<file path="config.mk">
export PLATFORM = sky130hd
export DESIGN_NAME = ext_mon_supervisor
export DESIGN_NICKNAME = d
export VERILOG_FILES = /design/src/shared/ext_mon_pkg.sv /design/src/core/ext_mon_supervisor.sv
export VERILOG_INCLUDE_DIRS = /design/src /design/src/shared
export SDC_FILE = /design/constraint.sdc
export NUM_CORES = 1
export LEC_CHECK = 0
export ABC_AREA = 1
export BUFFER_PORTS_ARGS = -buffer_cell sky130_fd_sc_hd__buf_2
export CORE_MARGIN = 3
export CORE_UTILIZATION = 32
export DETAILED_ROUTE_END_ITERATION = 16
export GPL_TIMING_DRIVEN = 0
export PLACE_DENSITY = 0.47
export SETUP_SLACK_MARGIN = 0.1
export SLEW_MARGIN = 10
export SYNTH_ARGS = -nofsm -noshare
export SYNTH_HDL_FRONTEND = slang
export SYNTH_SLANG_ARGS = --single-unit
export TNS_END_PERCENT = 100
</file>
<file path="constraint.sdc">
create_clock -name clk_i -period 7.05 [get_ports clk_i]
set_clock_uncertainty 0.2 [all_clocks]
set_input_delay 1.41 -clock clk_i [delete_from_list [all_inputs] [get_ports clk_i]]
set_output_delay 1.41 -clock clk_i [all_outputs]
set_load 0.005 [all_outputs]
</file>
<file path="src/shared/ext_mon_params.svh">
// offsets, field positions, reset values and timing counts of the monitor supervisor
`ifndef EXT_MON_PARAMS_SVH
`define EXT_MON_PARAMS_SVH

// ****************************************
// register byte offsets
// ****************************************
`define EM_OFS_CTRL 6'h00
`define EM_OFS_STATUS 6'h04
`define EM_OFS_MASK 6'h08
`define EM_OFS_STATE 6'h0C
`define EM_OFS_CH0 6'h10

// ****************************************
// field positions
// ****************************************
`define EM_CTRL_IO_PROFILE 0
`define EM_CTRL_EXT_FITTED 1
`define EM_ERR_LSB 8
`define EM_STOP_BIT 16

// ****************************************
// source select codes
// ****************************************
`define EM_SRC_NONE 7'h00
`define EM_SRC_DI_HI 7'h01
`define EM_SRC_EXT_HI 7'h09
`define EM_SRC_DI_LO 7'h11
`define EM_SRC_EXT_LO 7'h19
`define EM_SRC_CW 7'h20
`define EM_CW_IO_ONLY_MAX 4'hA

// ****************************************
// reset values and timing
// ****************************************
`define EM_CTRL_RST 2'h0
`define EM_MASK_RST 32'h0000_0000
`define EM_DELAY_MAX 9'h12C
`define EM_CLK_HZ 125000000
`define EM_DELAY_UNIT_S 1
`define EM_TICK_CYCLES (`EM_CLK_HZ * `EM_DELAY_UNIT_S)

`endif

</file>
<file path="src/shared/ext_mon_pkg.sv">
// types of the monitor supervisor
package ext_mon_pkg;

	typedef enum logic [1:0] {
		QUAL_ALWAYS,
		QUAL_READY_RUN,
		QUAL_RUN_ONLY
	} qual_t;

	typedef enum logic [2:0] {
		RESP_IGNORE,
		RESP_FREEWHEEL,
		RESP_RAMP,
		RESP_FAST,
		RESP_DC_INJECT
	} resp_t;

	typedef enum {
		CH_IDLE,
		CH_TIMING,
		CH_FIRED
	} ch_state_t;

	typedef struct packed {
		logic [8:0] delay;
		resp_t resp;
		qual_t qual;
		logic [6:0] src;
	} ch_cfg_t;

	typedef struct packed {
		logic ready;
		logic run;
	} drive_state_t;

endpackage

</file>
<file path="src/core/ext_mon_supervisor.sv">
// four-channel external monitoring circuit supervisor with avalon-mm registers
// Operation
// - four identical channels A to D
// - each channel selects at most one source
// - high-level input or word bit: active one
// - low-level input: active zero
// - eight base, six extension inputs, both polarities
// - any sixteen bits of five control words
// - word bits 0-10 need I/O profile
// - always active qualifier ignores drive state
// - ready-and-run qualifier: ready or running
// - run-only qualifier: running only
// - delay 0 to 300 seconds, default zero
// - delay starts on qualifier and active source
// - warning level raises channel warning, no stop
// - error level raises channel error and stops
// - qualifier and delay only with source assigned
// - ignore response gives warning only
// - stopping responses stop drive, raise error
`timescale 1ns/100ps
`include "ext_mon_params.svh"

module ext_mon_supervisor #(
	parameter int unsigned TICK_CYCLES = `EM_TICK_CYCLES,
	parameter int unsigned CNT_W = 27
) (
	input wire logic clk_i,
	input wire logic rst_n_i,
	input wire logic [5:0] avs_address_i,
	input wire logic avs_read_i,
	input wire logic avs_write_i,
	input wire logic [31:0] avs_writedata_i,
	input wire logic [3:0] avs_byteenable_i,
	output logic [31:0] avs_readdata_o,
	output logic avs_waitrequest_o,
	input wire logic [7:0] di_base_i,
	input wire logic [5:0] di_ext_i,
	input wire logic [4:0][15:0] ctrl_words_i,
	input wire ext_mon_pkg::drive_state_t drive_state_i,
	output logic [3:0] warn_o,
	output logic [3:0] err_o,
	output logic stop_o,
	output logic irq_o
);

	// ****************************************
	// elaboration checks
	// ****************************************
	if (TICK_CYCLES < 1 || TICK_CYCLES > (2 ** CNT_W)) begin : g_bad_tick
		$error("TICK_CYCLES does not fit the sub-second counter");
	end

	localparam logic [CNT_W-1:0] TICK_LAST = CNT_W'(TICK_CYCLES - 1);

	// ****************************************
	// input synchronisers
	// ****************************************
	logic [7:0] di_meta_ff;
	logic [7:0] di_ff;
	logic [5:0] ext_meta_ff;
	logic [5:0] ext_ff;

	always_ff @(posedge clk_i or negedge rst_n_i) begin
		if (!rst_n_i) begin
			di_meta_ff <= 8'h00;
			di_ff <= 8'h00;
			ext_meta_ff <= 6'h00;
			ext_ff <= 6'h00;
		end else begin
			di_meta_ff <= di_base_i;
			di_ff <= di_meta_ff;
			ext_meta_ff <= di_ext_i;
			ext_ff <= ext_meta_ff;
		end
	end

	// ****************************************
	// bus handshake
	// ****************************************
	logic wait_ff;
	logic [31:0] rdata_ff;
	logic req;
	logic wr_go;
	logic [31:0] rd_mux;

	assign req = avs_read_i | avs_write_i;
	// access completes at the edge where waitrequest is seen low
	assign wr_go = avs_write_i & ~wait_ff;

	always_ff @(posedge clk_i or negedge rst_n_i) begin
		if (!rst_n_i) begin
			wait_ff <= 1'b1;
		end else if (req && wait_ff) begin
			wait_ff <= 1'b0;
		end else begin
			wait_ff <= 1'b1;
		end
	end

	always_ff @(posedge clk_i or negedge rst_n_i) begin
		if (!rst_n_i) begin
			rdata_ff <= 32'h0000_0000;
		end else if (avs_read_i && wait_ff) begin
			rdata_ff <= rd_mux;
		end
	end

	function automatic logic [31:0] be_merge(input logic [31:0] old, input logic [31:0] nw,
		input logic [3:0] be);
		logic [31:0] res;
		res = old;
		for (int i = 0; i < 4; i++) begin
			if (be[i]) begin
				res[i*8 +: 8] = nw[i*8 +: 8];
			end
		end
		return res;
	endfunction

	logic [31:0] wmask;
	assign wmask = be_merge(32'h0000_0000, 32'hFFFF_FFFF, avs_byteenable_i);

	// ****************************************
	// global control and mask
	// ****************************************
	logic [1:0] ctrl_ff;
	logic [31:0] mask_ff;

	always_ff @(posedge clk_i or negedge rst_n_i) begin
		if (!rst_n_i) begin
			ctrl_ff <= `EM_CTRL_RST;
		end else if (wr_go && avs_address_i == `EM_OFS_CTRL) begin
			ctrl_ff <= 2'(be_merge({30'h0, ctrl_ff}, avs_writedata_i, avs_byteenable_i));
		end
	end

	always_ff @(posedge clk_i or negedge rst_n_i) begin
		if (!rst_n_i) begin
			mask_ff <= `EM_MASK_RST;
		end else if (wr_go && avs_address_i == `EM_OFS_MASK) begin
			mask_ff <= be_merge(mask_ff, avs_writedata_i, avs_byteenable_i);
		end
	end

	// ****************************************
	// channels
	// ****************************************
	logic [3:0] act;
	logic [3:0] trig;
	logic [3:0] fired;
	logic [3:0] is_warn;
	logic [31:0] cfg_rd [4];

	for (genvar c = 0; c < 4; c++) begin : g_ch
		ext_mon_pkg::ch_cfg_t cfg_ff;
		ext_mon_pkg::ch_cfg_t nxt_cfg;
		ext_mon_pkg::ch_state_t st_ff;
		logic [CNT_W-1:0] sub_ff;
		logic [8:0] sec_ff;
		logic ev;
		logic qual_ok;
		logic [6:0] ofs;
		logic [31:0] merged;
		logic cfg_wr;
		logic [31:0] cfg_reg;

		assign cfg_wr = wr_go && avs_address_i == 6'(`EM_OFS_CH0 + 6'(c * 4));
		// register layout keeps the struct field order but pads between fields, so map field by field
		assign cfg_reg = {7'h00, cfg_ff.delay, 1'b0, cfg_ff.resp, 2'h0, cfg_ff.qual, 1'b0,
			cfg_ff.src};
		assign merged = be_merge(cfg_reg, avs_writedata_i, avs_byteenable_i);

		always_comb begin
			nxt_cfg = cfg_ff;
			nxt_cfg.src = merged[6:0];
			// qualifier, response and delay fields only take a write that also assigns a source
			if (merged[6:0] != `EM_SRC_NONE) begin
				nxt_cfg.qual = ext_mon_pkg::qual_t'(merged[9:8]);
				nxt_cfg.resp = ext_mon_pkg::resp_t'(merged[14:12]);
				nxt_cfg.delay = (merged[24:16] > `EM_DELAY_MAX) ? `EM_DELAY_MAX :
					merged[24:16];
			end
		end

		always_ff @(posedge clk_i or negedge rst_n_i) begin
			if (!rst_n_i) begin
				cfg_ff <= '{delay: 9'h000, resp: ext_mon_pkg::RESP_FREEWHEEL,
					qual: ext_mon_pkg::QUAL_ALWAYS, src: `EM_SRC_NONE};
			end else if (cfg_wr) begin
				cfg_ff <= nxt_cfg;
			end
		end

		assign cfg_rd[c] = (cfg_ff.src == `EM_SRC_NONE) ? {25'h0, cfg_ff.src} :
			cfg_reg;

		// source decode; selections the hardware cannot serve read as inactive
		always_comb begin
			ofs = 7'h00;
			ev = 1'b0;
			if (cfg_ff.src >= `EM_SRC_CW) begin
				ofs = cfg_ff.src - `EM_SRC_CW;
				if (ofs[6:4] < 3'h5 && (ofs[3:0] > `EM_CW_IO_ONLY_MAX ||
					ctrl_ff[`EM_CTRL_IO_PROFILE])) begin
					ev = ctrl_words_i[3'(ofs[6:4])][ofs[3:0]];
				end
			end else if (cfg_ff.src >= `EM_SRC_EXT_LO && cfg_ff.src < `EM_SRC_EXT_LO + 7'h06) begin
				ofs = cfg_ff.src - `EM_SRC_EXT_LO;
				ev = ctrl_ff[`EM_CTRL_EXT_FITTED] & ~ext_ff[3'(ofs)];
			end else if (cfg_ff.src >= `EM_SRC_DI_LO && cfg_ff.src < `EM_SRC_DI_LO + 7'h08) begin
				ofs = cfg_ff.src - `EM_SRC_DI_LO;
				ev = ~di_ff[3'(ofs)];
			end else if (cfg_ff.src >= `EM_SRC_EXT_HI && cfg_ff.src < `EM_SRC_EXT_HI + 7'h06) begin
				ofs = cfg_ff.src - `EM_SRC_EXT_HI;
				ev = ctrl_ff[`EM_CTRL_EXT_FITTED] & ext_ff[3'(ofs)];
			end else if (cfg_ff.src >= `EM_SRC_DI_HI && cfg_ff.src < `EM_SRC_DI_HI + 7'h08) begin
				ofs = cfg_ff.src - `EM_SRC_DI_HI;
				ev = di_ff[3'(ofs)];
			end
		end

		always_comb begin
			case (cfg_ff.qual)
				ext_mon_pkg::QUAL_READY_RUN: qual_ok = drive_state_i.ready |
					drive_state_i.run;
				ext_mon_pkg::QUAL_RUN_ONLY: qual_ok = drive_state_i.run;
				default: qual_ok = 1'b1;
			endcase
		end

		assign act[c] = ev & qual_ok & (cfg_ff.src != `EM_SRC_NONE);
		assign trig[c] = act[c] && st_ff != ext_mon_pkg::CH_FIRED && (cfg_ff.delay == 9'h000 ||
			(st_ff == ext_mon_pkg::CH_TIMING && sub_ff == TICK_LAST &&
			sec_ff + 9'h001 >= cfg_ff.delay));
		assign fired[c] = st_ff == ext_mon_pkg::CH_FIRED;
		assign is_warn[c] = cfg_ff.resp == ext_mon_pkg::RESP_IGNORE;

		always_ff @(posedge clk_i or negedge rst_n_i) begin
			if (!rst_n_i) begin
				st_ff <= ext_mon_pkg::CH_IDLE;
				sub_ff <= '0;
				sec_ff <= 9'h000;
			end else if (!act[c]) begin
				st_ff <= ext_mon_pkg::CH_IDLE;
				sub_ff <= '0;
				sec_ff <= 9'h000;
			end else if (trig[c]) begin
				st_ff <= ext_mon_pkg::CH_FIRED;
			end else begin
				case (st_ff)
					ext_mon_pkg::CH_IDLE: st_ff <= ext_mon_pkg::CH_TIMING;
					ext_mon_pkg::CH_TIMING: begin
						if (sub_ff == TICK_LAST) begin
							sub_ff <= '0;
							sec_ff <= sec_ff + 9'h001;
						end else begin
							sub_ff <= sub_ff + CNT_W'(1);
						end
					end
					default: st_ff <= st_ff;
				endcase
			end
		end

		unassigned_idle_a: assert property (@(posedge clk_i) disable iff (!rst_n_i)
			cfg_ff.src == `EM_SRC_NONE |-> !trig[c] ##1 sec_ff == 9'h000)
			else $error("unassigned channel is timing or firing");
		abandon_delay_a: assert property (@(posedge clk_i) disable iff (!rst_n_i)
			!act[c] |=> st_ff == ext_mon_pkg::CH_IDLE && sub_ff == '0)
			else $error("pending delay not abandoned");
		zero_delay_a: assert property (@(posedge clk_i) disable iff (!rst_n_i)
			act[c] && cfg_ff.delay == 9'h000 && !fired[c] |-> trig[c])
			else $error("zero delay did not fire at once");
		no_early_a: assert property (@(posedge clk_i) disable iff (!rst_n_i)
			trig[c] && cfg_ff.delay != 9'h000 |-> sec_ff + 9'h001 >= cfg_ff.delay)
			else $error("channel fired before its delay");
		run_only_a: assert property (@(posedge clk_i) disable iff (!rst_n_i)
			cfg_ff.qual == ext_mon_pkg::QUAL_RUN_ONLY && !drive_state_i.run |-> !act[c])
			else $error("run-only channel monitored outside run");
		ready_run_a: assert property (@(posedge clk_i) disable iff (!rst_n_i)
			cfg_ff.qual == ext_mon_pkg::QUAL_READY_RUN && !drive_state_i.ready &&
			!drive_state_i.run |-> !act[c])
			else $error("ready-and-run channel monitored while stopped");
		io_only_bits_a: assert property (@(posedge clk_i) disable iff (!rst_n_i)
			cfg_ff.src >= `EM_SRC_CW && cfg_ff.src[3:0] <= `EM_CW_IO_ONLY_MAX &&
			!ctrl_ff[`EM_CTRL_IO_PROFILE] |-> !act[c])
			else $error("low word bit used outside the I/O profile");
		ext_fitted_a: assert property (@(posedge clk_i) disable iff (!rst_n_i)
			cfg_ff.src inside {[`EM_SRC_EXT_HI:`EM_SRC_EXT_HI + 7'h05],
			[`EM_SRC_EXT_LO:`EM_SRC_EXT_LO + 7'h05]} && !ctrl_ff[`EM_CTRL_EXT_FITTED] |-> !act[c])
			else $error("extension input used without the module fitted");
	end

	// ****************************************
	// sticky flags, status and interrupt
	// ****************************************
	logic [3:0] warn_ff;
	logic [3:0] err_ff;
	logic [3:0] warn_clr;
	logic [3:0] err_clr;
	logic stop_ff;
	logic irq_ff;

	assign warn_clr = (wr_go && avs_address_i == `EM_OFS_STATUS) ?
		avs_writedata_i[3:0] & wmask[3:0] : 4'h0;
	assign err_clr = (wr_go && avs_address_i == `EM_OFS_STATUS) ?
		avs_writedata_i[`EM_ERR_LSB +: 4] & wmask[`EM_ERR_LSB +: 4] : 4'h0;

	// a new event in the clearing cycle wins over the clear
	always_ff @(posedge clk_i or negedge rst_n_i) begin
		if (!rst_n_i) begin
			warn_ff <= 4'h0;
			err_ff <= 4'h0;
		end else begin
			warn_ff <= (warn_ff & ~warn_clr) | (trig & is_warn);
			err_ff <= (err_ff & ~err_clr) | (trig & ~is_warn);
		end
	end

	// stop holds while any channel error is latched; software clears it to allow restart
	always_ff @(posedge clk_i or negedge rst_n_i) begin
		if (!rst_n_i) begin
			stop_ff <= 1'b0;
			irq_ff <= 1'b0;
		end else begin
			stop_ff <= |err_ff;
			irq_ff <= |({20'h0, err_ff, 4'h0, warn_ff} & mask_ff);
		end
	end

	always_comb begin
		case (avs_address_i)
			`EM_OFS_CTRL: rd_mux = {30'h0, ctrl_ff};
			`EM_OFS_STATUS: rd_mux = {20'h0, err_ff, 4'h0, warn_ff};
			`EM_OFS_MASK: rd_mux = mask_ff;
			`EM_OFS_STATE: rd_mux = {15'h0, stop_ff, 4'h0, fired, 4'h0, act};
			`EM_OFS_CH0: rd_mux = cfg_rd[0];
			`EM_OFS_CH0 + 6'h04: rd_mux = cfg_rd[1];
			`EM_OFS_CH0 + 6'h08: rd_mux = cfg_rd[2];
			`EM_OFS_CH0 + 6'h0C: rd_mux = cfg_rd[3];
			default: rd_mux = 32'h0000_0000;
		endcase
	end

	assign avs_readdata_o = rdata_ff;
	assign avs_waitrequest_o = wait_ff;
	assign warn_o = warn_ff;
	assign err_o = err_ff;
	assign stop_o = stop_ff;
	assign irq_o = irq_ff;

	// ****************************************
	// checks
	// ****************************************
	warn_raise_a: assert property (@(posedge clk_i) disable iff (!rst_n_i)
		(trig & is_warn) != 4'h0 |=> (warn_o & $past(trig & is_warn)) == $past(trig & is_warn)
		##1 !stop_o || $past(err_ff) != 4'h0)
		else $error("warning not raised or drive stopped");
	err_stop_a: assert property (@(posedge clk_i) disable iff (!rst_n_i)
		(trig & ~is_warn) != 4'h0 |=> err_o != 4'h0 ##1 stop_o)
		else $error("error did not stop the drive");
	ignore_noerr_a: assert property (@(posedge clk_i) disable iff (!rst_n_i)
		(trig & is_warn) != 4'h0 |=> (err_o & $past(trig & is_warn) & ~$past(err_ff)) == 4'h0)
		else $error("ignore response recorded an error");
	bus_answer_a: assert property (@(posedge clk_i) disable iff (!rst_n_i)
		req && avs_waitrequest_o |=> !avs_waitrequest_o)
		else $error("slave did not answer within one cycle");
	irq_level_a: assert property (@(posedge clk_i) disable iff (!rst_n_i)
		##1 irq_o == $past(|({20'h0, err_ff, 4'h0, warn_ff} & mask_ff)))
		else $error("interrupt does not follow masked status");

	fire_warn_c: cover property (@(posedge clk_i) disable iff (!rst_n_i) (trig & is_warn) != 4'h0);
	fire_err_c: cover property (@(posedge clk_i) disable iff (!rst_n_i) $rose(stop_o));
	abandon_c: cover property (@(posedge clk_i) disable iff (!rst_n_i)
		g_ch[0].st_ff == ext_mon_pkg::CH_TIMING ##1 g_ch[0].st_ff == ext_mon_pkg::CH_IDLE);
	delay_fire_c: cover property (@(posedge clk_i) disable iff (!rst_n_i)
		g_ch[0].sec_ff != 9'h000 && trig[0]);

endmodule // ext_mon_supervisor

</file>
== After elaboration in Yosys (flattened, before gate mapping) ==
Cells that the tools add are included.
W data, S select, Z words.

* Add/subtract/negate cells: 28
* $mul: 0
* Divide/modulo/power cells: 0
* Magnitude comparators: 76
* Equality and inequality tests: 51
* Shift operators: 0
* Mux-type cells: 146
* Bitwise operators: 40
* Reduce and logical (&&, ||, !) cells: 101

{| class="wikitable"
|+ Operators with widths
! operator !! count
|-
| $mux W27 || 16
|-
| $mux W32 || 12
|-
| $pmux W32 S8 || 1
|-
| $bmux W16 S3 || 4
|-
| $mux W9 || 20
|-
| $eq A32 B1 Y1 const B || 4
|-
| $eq A32 B2 Y1 const B || 4
|-
| $eq A32 B3 Y1 const B || 4
|-
| $logic_not A32 Y1 || 4
|-
| $ne A32 B3 Y1 const B || 4
|-
| $add A27 B1 Y27 const B || 4
|-
| $eq A27 B27 Y1 const B || 4
|-
| $mux W25 || 4
|-
| $lt A3 B4 Y1 const B || 20
|-
| $mux W16 || 4
|-
| $ge A7 B5 Y1 const B || 8
|-
| $lt A7 B4 Y1 const B || 8
|-
| $lt A7 B5 Y1 const B || 8
|-
| $reduce_bool A7 Y1 || 8
|-
| $mux W1 || 49
|-
| $bmux W1 S3 || 16
|-
| $sub A3 B1 Y3 const B || 16
|-
| $logic_and A1 B1 Y1 || 45
|-
| $add A9 B1 Y9 const B || 4
|-
| 38 further kinds || 171
|}

* Register bits: 461
* Latch bits: 0
* Bits in writable memories: 0
* ROM bits: 0
* Input port bits: 142
* Output and inout bits: 43
* Word-level logic and storage cells: 485
* Memories: 0

== Depth between registers and ports, before layout ==
Gate-level depths: netlist of run 1.

* Depth after elaboration: 14
* Gate-level depth with buffers: 21
* Gate-level depth less buffers: 19

== Worst setup path after synthesis of run 1 ==
Ideal clock, no wire load.

* Path type: input to register
* Start: input port avs_byteenable_i[0]
* End: register g_ch[1].cfg_ff[18] (netlist bit)
* Setup time: 130 ps
* Data arrival time: 2914 ps
* Data required time: 6720 ps
* Setup slack: 3806 ps
* Cell stages on the path: 11
* Path buffers: 2
* Path through: clkbuf_1 -> inv_1 -> clkbuf_1 -> a21oi_1 -> inv_1 -> nor4_1 -> nor2_4 -> inv_2 -> nor2_1 -> inv_1 -> o22ai_1

* Cells in the longest elaborated chain, start to end: 3

{| class="wikitable"
|+ Ends and longest elaborated chain
! element !! RTL line !! source
|-
| start, declared || ext_mon_supervisor.sv:33 || <nowiki>input wire logic [3:0] avs_byteenable_i,</nowiki>
|-
| $mux W7 || ext_mon_supervisor.sv:113 || <nowiki>if (be[i]) begin</nowiki>
|-
| $reduce_bool A7 Y1 (no line) || -- ||
|-
| $reduce_and A2 Y1 (no line) || -- ||
|-
| end signal, assigned || ext_mon_supervisor.sv:187 || <nowiki>cfg_ff <= '{delay: 9'h000, resp: ext_mon_pkg::RESP_FREEWHEEL,</nowiki>
|-
| end signal, assigned || ext_mon_supervisor.sv:190 || <nowiki>cfg_ff <= nxt_cfg;</nowiki>
|-
| end, declared || ext_mon_supervisor.sv:155 || <nowiki>ext_mon_pkg::ch_cfg_t cfg_ff;</nowiki>
|}

No other way between the ends.
A chain may end at the register's enable or synchronous reset.

== Worst setup path after layout of run 1 ==
* Start: register g_ch[2].cfg_ff[0] (netlist bit)
* End: register err_ff[2] (netlist: err_o[2])

* Cells in the longest elaborated chain, start to end: 14
* Elaborated cells on any way between the ends: 51
* Those cells by class: add/sub (5); order compare (11); mux (18); bitwise (8); reduce/logical (9)

{| class="wikitable"
|+ Ends and longest elaborated chain
! element !! RTL line !! source
|-
| start, declared || ext_mon_supervisor.sv:155 ||
|-
| start signal, assigned || ext_mon_supervisor.sv:187 ||
|-
| start signal, assigned || ext_mon_supervisor.sv:190 ||
|-
| parallel branches: the longest is 9 deep, another holds $sub A7 B6 Y7 || -- ||
|-
| $and A1 B1 Y1 * || ext_mon_supervisor.sv:231 || <nowiki>assign act[c] = ev & qual_ok & (cfg_ff.src != `EM_SRC_NONE);</nowiki>
|-
| $logic_and A1 B1 Y1 * (2 in a row) || ext_mon_supervisor.sv:232 || <nowiki>assign trig[c] = act[c] && st_ff != ext_mon_pkg::CH_FIRED && (cfg_ff.delay == 9'h000 ||</nowiki>
|-
| $and A4 B4 Y4 * || ext_mon_supervisor.sv:316 || <nowiki>err_ff <= (err_ff & ~err_clr) | (trig & ~is_warn);</nowiki>
|-
| $or A4 B4 Y4 * || ext_mon_supervisor.sv:316 ||
|-
| end signal, assigned || ext_mon_supervisor.sv:316 ||
|-
| end, declared || ext_mon_supervisor.sv:298 || <nowiki>logic [3:0] err_ff;</nowiki>
|}

Mark *: on every way between the ends. The select of a mux whose other input is x is not followed.

==> flow_metrics.env, run 1 <==
export IMPL_htreeDepth=2
export IMPL_hp_start="di_meta_ff[1]"
export IMPL_grtUsageTotal=0.239
export IMPL_worstPathRequired_ns=7.34
export IMPL_die_height_um=285
export IMPL_drt_vias_per_instance=5.21
export IMPL_startpoint_type="flop"
export IMPL_syn2layout_area_growth_pct=15.2
export IMPL_yosys_most_used_dff="dfrtp_1"
export IMPL_grt_pass1_vias=24200
export IMPL_slew_violations=0
export IMPL_r2r_cells=14
export IMPL_cp_end_kind="flop"
export IMPL_antenna_found_initial=5
export IMPL_seq_area_mm2=0.00854
export IMPL_synth_compound_area_share=0.127
export IMPL_multi_input_area_mm2=0.0141
export IMPL_fin_util=0.375
export IMPL_r2r_end="err_o[2]"
export IMPL_globalplace_congestion=0.960
export IMPL_fmax_mhz=240
export IMPL_drv_cap=0
export IMPL_netlist_instances=3592
export IMPL_synth_edff_count=0
export IMPL_drive_gt1_frac=0.118
export IMPL_hold_path_depth=0
export IMPL_place_area_mm2=0.0272
export IMPL_gr_total_overflow=0
export IMPL_ant_nets=0
export IMPL_hold_slack_ns=0.146
export IMPL_crit_type="reg -> reg"
export IMPL_drt_total_wl_mm=99.6
export IMPL_cts_setup_buffers=0
export IMPL_r2r_setup_slack_ns=2.88
export IMPL_ys_types=61
export IMPL_rows=101
export IMPL_critPathArrivalTime_ns=4.46
export IMPL_power_density_mw_per_mm2=212
export IMPL_io_buffers=181
export IMPL_die_x_um=285
export IMPL_cts_tree="done"
export IMPL_ys_seq_area_frac=0.343
export IMPL_start_util=0.325
export IMPL_outcome="finished, final reports clean"
export IMPL_relSlewSlack=0.311
export IMPL_dr_pass1_iters=6
export IMPL_synthMuxAreaShare=0.00904
export IMPL_synth_top_family_by_area="simple AND/OR/NAND/NOR gates"
export IMPL_ys_ff_latch=341
export IMPL_nets=4041
export IMPL_min_path_type="reg -> reg"
export IMPL_synth_area_per_cell_um2=6.94
export IMPL_grt_max_degree=99
export IMPL_hold_viol=0
export IMPL_drtIter0Drc=2326
export IMPL_vias=25500
export IMPL_design_portCount=185
export IMPL_synth_xor_area_frac=0.0404
export IMPL_cts_buffers=44
export IMPL_reg2reg_from="g_ch[2].cfg_ff[0]"
export IMPL_yosys_warnings=0
export IMPL_peakVddDrop_uv=163
export IMPL_fill_cells=8327
export IMPL_syn_num_nets=3810
export IMPL_worst_slack_ns=2.88
export IMPL_worst_slew_pin_slew_ns=1.03
export IMPL_setup_viol_count_final=0
export IMPL_ys_async_sr_fraction=1.00
export IMPL_setup_tns_final_ns=0
export IMPL_rsz0062_at_grt="false"
export IMPL_insertion_delay_ns=0.58
export IMPL_wl_per_cell_um=20.4
export IMPL_core_area_mm2=0.0766
export IMPL_clkTransAtPathRegs_ns=0.06
export IMPL_place_ws_ns=2.53
export IMPL_synth_adder_area_share=0.0382
export IMPL_postCtsResizedCells=0
export IMPL_period_minus_slack_ns=4.17
export IMPL_holdPathEnd="di_ff[1]"
export IMPL_drc=0
export IMPL_p_leak_nw=13.7
export IMPL_hold_buffers=0
export IMPL_dieArea_mm2=0.0812
export IMPL_crit_fanout=11
export IMPL_finalCritPeriodShare=0.591
export IMPL_synth_area_mm2=0.0249
export IMPL_cts_path_max_buffers=3
export IMPL_yosys_area_share_simple=0.351
export IMPL_cts_root_buf="clkbuf_16"
export IMPL_cts_sinks=341
export IMPL_grt_pass1_wl_mm=151
export IMPL_place_hpwl_mm=77.1
export IMPL_design_area_mm2=0.0287
cell type report:
type | count | area share
Antenna cell | 2 | 0.000174
Buffer | 132 | 0.0263
Clock buffer | 66 | 0.0451
Clock inverter | 14 | 0.00654
Inverter | 404 | 0.0531
Multi-Input combinational cell | 2715 | 0.491
Sequential cell | 341 | 0.297
Tap cell | 1030 | 0.0449
Timing Repair Buffer | 185 | 0.0352
cells in the final DEF (no fill, tap or decap), types with 18 or more instances in the layout:
cell type / instances
o2111ai_1: 25
mux2_2: 20
nor2_1: 278
dfrtp_1: 336
xnor2_1: 20
nand3_1: 339
inv_2: 31
a21oi_1: 180
nor4_1: 31
o21ai_0: 169
xor2_1: 95
o31ai_1: 18
inv_1: 363
clkbuf_1: 46
nand3b_1: 34
nand2_1: 1040
a31oi_1: 23
buf_4: 22
nand4_1: 107
buf_2: 230
ha_1: 76
o21ai_1: 31
nor3_1: 77
clkbuf_16: 44
o22ai_1: 22
stage by stage:
step / total power, mW / instances
2_1_floorplan: 3.16 / 3592
3_3_place_gp: 3.79 / 4803
3_5_place_dp: 3.79 / 4807
4_1_cts: 6.15 / 4887
5_1_grt: 6.42 / 4887
6_report: 6.09 / 4889
power by group:
part | internal, mW | total, mW | switching (mW)
Clock | 1.38 | 2.31 | 0.930
Combinational | 0.471 | 1.64 | 1.17
Sequential | 2.05 | 2.14 | 0.0897
worst max-delay path by stage:
| stage | start | to | cells past startpoint |
|---|---|---|---|
| floorplan | avs_byteenable_i[0] | g_ch[1].cfg_ff[18] | 11 |
| global placement | rst_n_i | g_ch[2].sub_ff[15] | 1 |
| detailed placement | avs_address_i[1] | g_ch[3].cfg_ff[7] | 11 |
| CTS | g_ch[2].cfg_ff[0] | warn_o[2] | 14 |
| global route | g_ch[2].cfg_ff[0] | err_o[2] | 14 |
| finish | g_ch[2].cfg_ff[0] | err_o[2] | 14 |
layer usage:
layer | global-route usage | vias up | share of wire
met5 | 0 | - | 0.00027
met3 | 0.0416 | 160 | 0.069
met4 | 0.0708 | 4 | 0.028
met2 | 0.369 | 833 | 0.44
met1 | 0.342 | 12100 | 0.46
li1 | - | 12400 | -
state kept, by name (all words and copies together), names as in the netlist:
| signal | flops |
|---|---|
| mask_ff | 32 |
| di_ff | 8 |
| avs_readdata_o | 32 |
| ext_meta_ff | 6 |
| irq_o | 1 |
| stop_o | 1 |
| di_meta_ff | 8 |
| avs_waitrequest_o | 1 |
| warn_o | 4 |
| err_o | 4 |
| g_ch.sub_ff | 108 |
| g_ch.cfg_ff | 84 |
| g_ch.st_ff | 8 |
| ext_ff | 6 |
| g_ch.sec_ff | 36 |
| ctrl_ff | 2 |
cell families after synthesis:
kind of cell | count (synthesis)
fa+ha+maj | 76
buf+inv | 536
xor+xnor | 115
compound gates | 537
simple gates | 1967
mux | 20
flops | 341
synthesized netlist by cell type, types with 5 or more instances:
master	instances	share of area
nand2_1	1040	0.16
inv_1	363	0.055
nand3_1	339	0.068
dfrtp_1	336	0.34
nor2_1	278	0.042
a21oi_1	180	0.036
o21ai_0	169	0.034
nand4_1	107	0.027
xor2_1	95	0.033
nor3_1	78	0.016
ha_1	76	0.038
buf_2	50	0.010
clkbuf_1	35	0.0053
nand3b_1	34	0.010
inv_2	31	0.0047
nor4_1	31	0.0078
o21ai_1	31	0.0062
o2111ai_1	25	0.0088
a31oi_1	23	0.0058
buf_4	22	0.0066
o22ai_1	22	0.0055
mux2_2	20	0.0090
xnor2_1	20	0.0070
o31ai_1	18	0.0054
buf_6	15	0.0068
a221oi_1	14	0.0049
nor2_2	12	0.0030
o211ai_1	11	0.0033
a211oi_1	10	0.0030
nor2_8	9	0.0072
nor3b_1	9	0.0027
buf_1	8	0.0012
clkinv_1	7	0.0011
nor2_4	7	0.0032
o221ai_1	6	0.0021
dfstp_2	5	0.0053
worst max-delay path: stages (launching register included):
cell and delay, ns:
dfrtp_1 0.38, buf_2 0.20, inv_1 0.30, buf_2 0.41, ha_1 0.26, xor2_1 0.49, nand3_1 0.36, nand2_1 0.16
nand4_1 0.10, nand3_1 0.09, nand2_1 0.08, a21oi_4 0.28, buf_2 0.29, nand4_1 0.26, o21bai_1 0.20
Power figures use the tool's default switching activity.
==> run 2: changes to the inputs <==
Clock period 7.05 ns to 4.3 ns, I/O delays scaled along.
==> run 2 against run 1 <==
  * Sequential share of layout area hardly changed
  * Final cell count about the same
  * Largest power group unchanged
  * Sequential power grew 64%
  * Worst hold slack worse by 0.0060 ns
  * Combinational power up 65%
  * First-iteration DRC count is 3.1% lower
  * Non-clock buffer count is 2 higher
==> flow_metrics.env, run 2 (synthesis gave the netlist of run 1 again) <==
export IMPL_fmax_mhz=250
export IMPL_antenna_found_initial=5
export IMPL_reg_largest_list="g_ch.sub_ff: 108 flops, g_ch.cfg_ff: 84 flops, g_ch.sec_ff: 36 flops"
export IMPL_cts_root_buf="clkbuf_16"
export IMPL_io_buffers=181
export IMPL_pwr_share_comb=0.270
export IMPL_relSlewSlack=0.310
export IMPL_syn2layout_area_growth_pct=15.3
export IMPL_hold_slack_ns=0.140
export IMPL_worstPathRequired_ns=4.59
export IMPL_power_density_mw_per_mm2=348
export IMPL_startpoint_type="flop"
export IMPL_cts_path_max_buffers=3
export IMPL_drc=0
export IMPL_p_leak_nw=13.7
export IMPL_reg2reg_from="g_ch[2].cfg_ff[0]"
export IMPL_place_hpwl_mm=77.1
export IMPL_ant_nets=0
export IMPL_rsz0062_at_grt="true"
export IMPL_drive_gt1_frac=0.119
export IMPL_drt_vias_per_instance=5.20
export IMPL_p_clk_frac=0.380
export IMPL_wl_met2_mm=43.6
export IMPL_period_minus_slack_ns=4.01
export IMPL_finalCritPeriodShare=0.932
export IMPL_r2r_setup_slack_ns=0.29
export IMPL_r2r_end="err_o[2]"
export IMPL_dieArea_mm2=0.0812
export IMPL_final_common_cell="nand2_1"
export IMPL_crit_chain="buf_2 -> inv_1 -> buf_2 -> ha_1 -> xor2_2 -> nand3_1 -> nand2_1 -> nand4_1 -> nand3_1 -> nand2_1 -> a21oi_4 -> buf_2 -> nand4_1 -> o21bai_1"
export IMPL_met1_length_mm=46.7
export IMPL_min_path_type="in -> async"
export IMPL_cts_tree="done"
export IMPL_place_area_mm2=0.0272
export IMPL_drv_cap=0
export IMPL_setup_tns_final_ns=0
export IMPL_cp_end_kind="flop"
export IMPL_cp_slowest_stage_delay_ns=0.40
export IMPL_outcome="finished, final reports clean"
export IMPL_grt_pass1_vias=24200
export IMPL_htreeDepth=2
export IMPL_hold_buffers=0
export IMPL_globalplace_congestion=0.960
export IMPL_nets=4043
export IMPL_crit_top_cell="buf_2"
export IMPL_p_total_mw=10.0
export IMPL_r2r_cells=14
export IMPL_design_portCount=185
export IMPL_start_util=0.325
export IMPL_crit_fanout=11
export IMPL_grtUsageTotal=0.239
export IMPL_setup_viol_count_final=0
export IMPL_crit_start="g_ch[2].cfg_ff[0]"
export IMPL_wl_per_cell_um=20.4
export IMPL_crit_type="reg -> reg"
export IMPL_switching_share=0.360
export IMPL_dr_pass1_iters=5
export IMPL_design_area_mm2=0.0287
export IMPL_clkTransAtPathRegs_ns=0.06
export IMPL_highest_layer="met5"
export IMPL_grt_max_degree=99
export IMPL_gr_total_overflow=0
export IMPL_largest_reg_flops=108
export IMPL_vias=25400
export IMPL_grt_pass1_wl_mm=151
export IMPL_hold_viol=0
export IMPL_largest_register="g_ch.sub_ff"
export IMPL_cts_sinks=341
export IMPL_insertion_delay_ns=0.58
export IMPL_power_frac_seq=0.350
export IMPL_die_x_um=285
export IMPL_drt_total_wl_mm=99.7
export IMPL_core_area_mm2=0.0766
export IMPL_slew_violations=0
export IMPL_layout_common_cells="nand2_1 (1,040), inv_1 (363), nand3_1 (339)"
export IMPL_switchingPower_mw=3.60
export IMPL_fill_cells=8329
export IMPL_p_int_mw=6.40
export IMPL_cts_buffers=44
export IMPL_cp_top_family="buffers and inverters"
export IMPL_path_buf_inv=4
export IMPL_peakVddDrop_uv=268
export IMPL_met3WireLength_mm=6.45
export IMPL_worst_slew_pin_slew_ns=1.03
export IMPL_crit_slowest_cell="buf_2"
export IMPL_critPathArrivalTime_ns=4.30
export IMPL_drtIter0Drc=2255
export IMPL_die_height_um=285
export IMPL_rows=101
-- run 2: worst max path at each step --
stage	endpoint	cells after the start
after detailed placement	warn_o[2]	14
after CTS	warn_o[2]	14
after floorplan	g_ch[2].sec_ff[0]	18
final	err_o[2]	14
after global routing	err_o[2]	16
after global placement	g_ch[2].sub_ff[15]	1
-- run 2: power groups by stage --
stage,clock (mW),combinational (mW),sequential [mW]
6_report,3.80,2.70,3.51
5_1_grt,4.04,2.96,3.52
4_1_cts,3.92,2.66,3.50
3_5_place_dp,0,2.66,3.56
3_3_place_gp,0,2.66,3.56
2_1_floorplan,0,1.67,3.51
-- run 2: layer usage --
metal / track usage / vias up
met5: 0 / -
met4: 0.0708 / 6
met3: 0.0416 / 163
met2: 0.369 / 821
met1: 0.342 / 12000
li1: - / 12400
-- run 2: metrics by stage --
step / std cells / utilization / setup slack, ns
floorplan: 3592 / - / 1.14
finish: 4890 / 0.375 / 0.292
global placement: 4803 / 0.354 / -5.13
CTS: 4887 / 0.375 / 0.133
global route: 4889 / 0.375 / 0.0773
detailed placement: 4807 / 0.355 / 0.154
-- run 2: final cells by class --
class	instances	area (µm²)	area share
inverter	404	1530	0.0532
sequential	341	8540	0.297
tap	1030	1290	0.0449
timing repair buffer	187	1020	0.0357
antenna	1	2.50	0.0000871
multi-input combinational	2715	14100	0.491
buffer	132	758	0.0264
clock buffer	66	1290	0.0450
clock inverter	14	188	0.00653
-- run 2: timing repair --
item / in CTS / in global routing
resized for setup: 0 / 5
buffers inserted: 0 / 2
endpoints found under the setup margin: 0 / 32
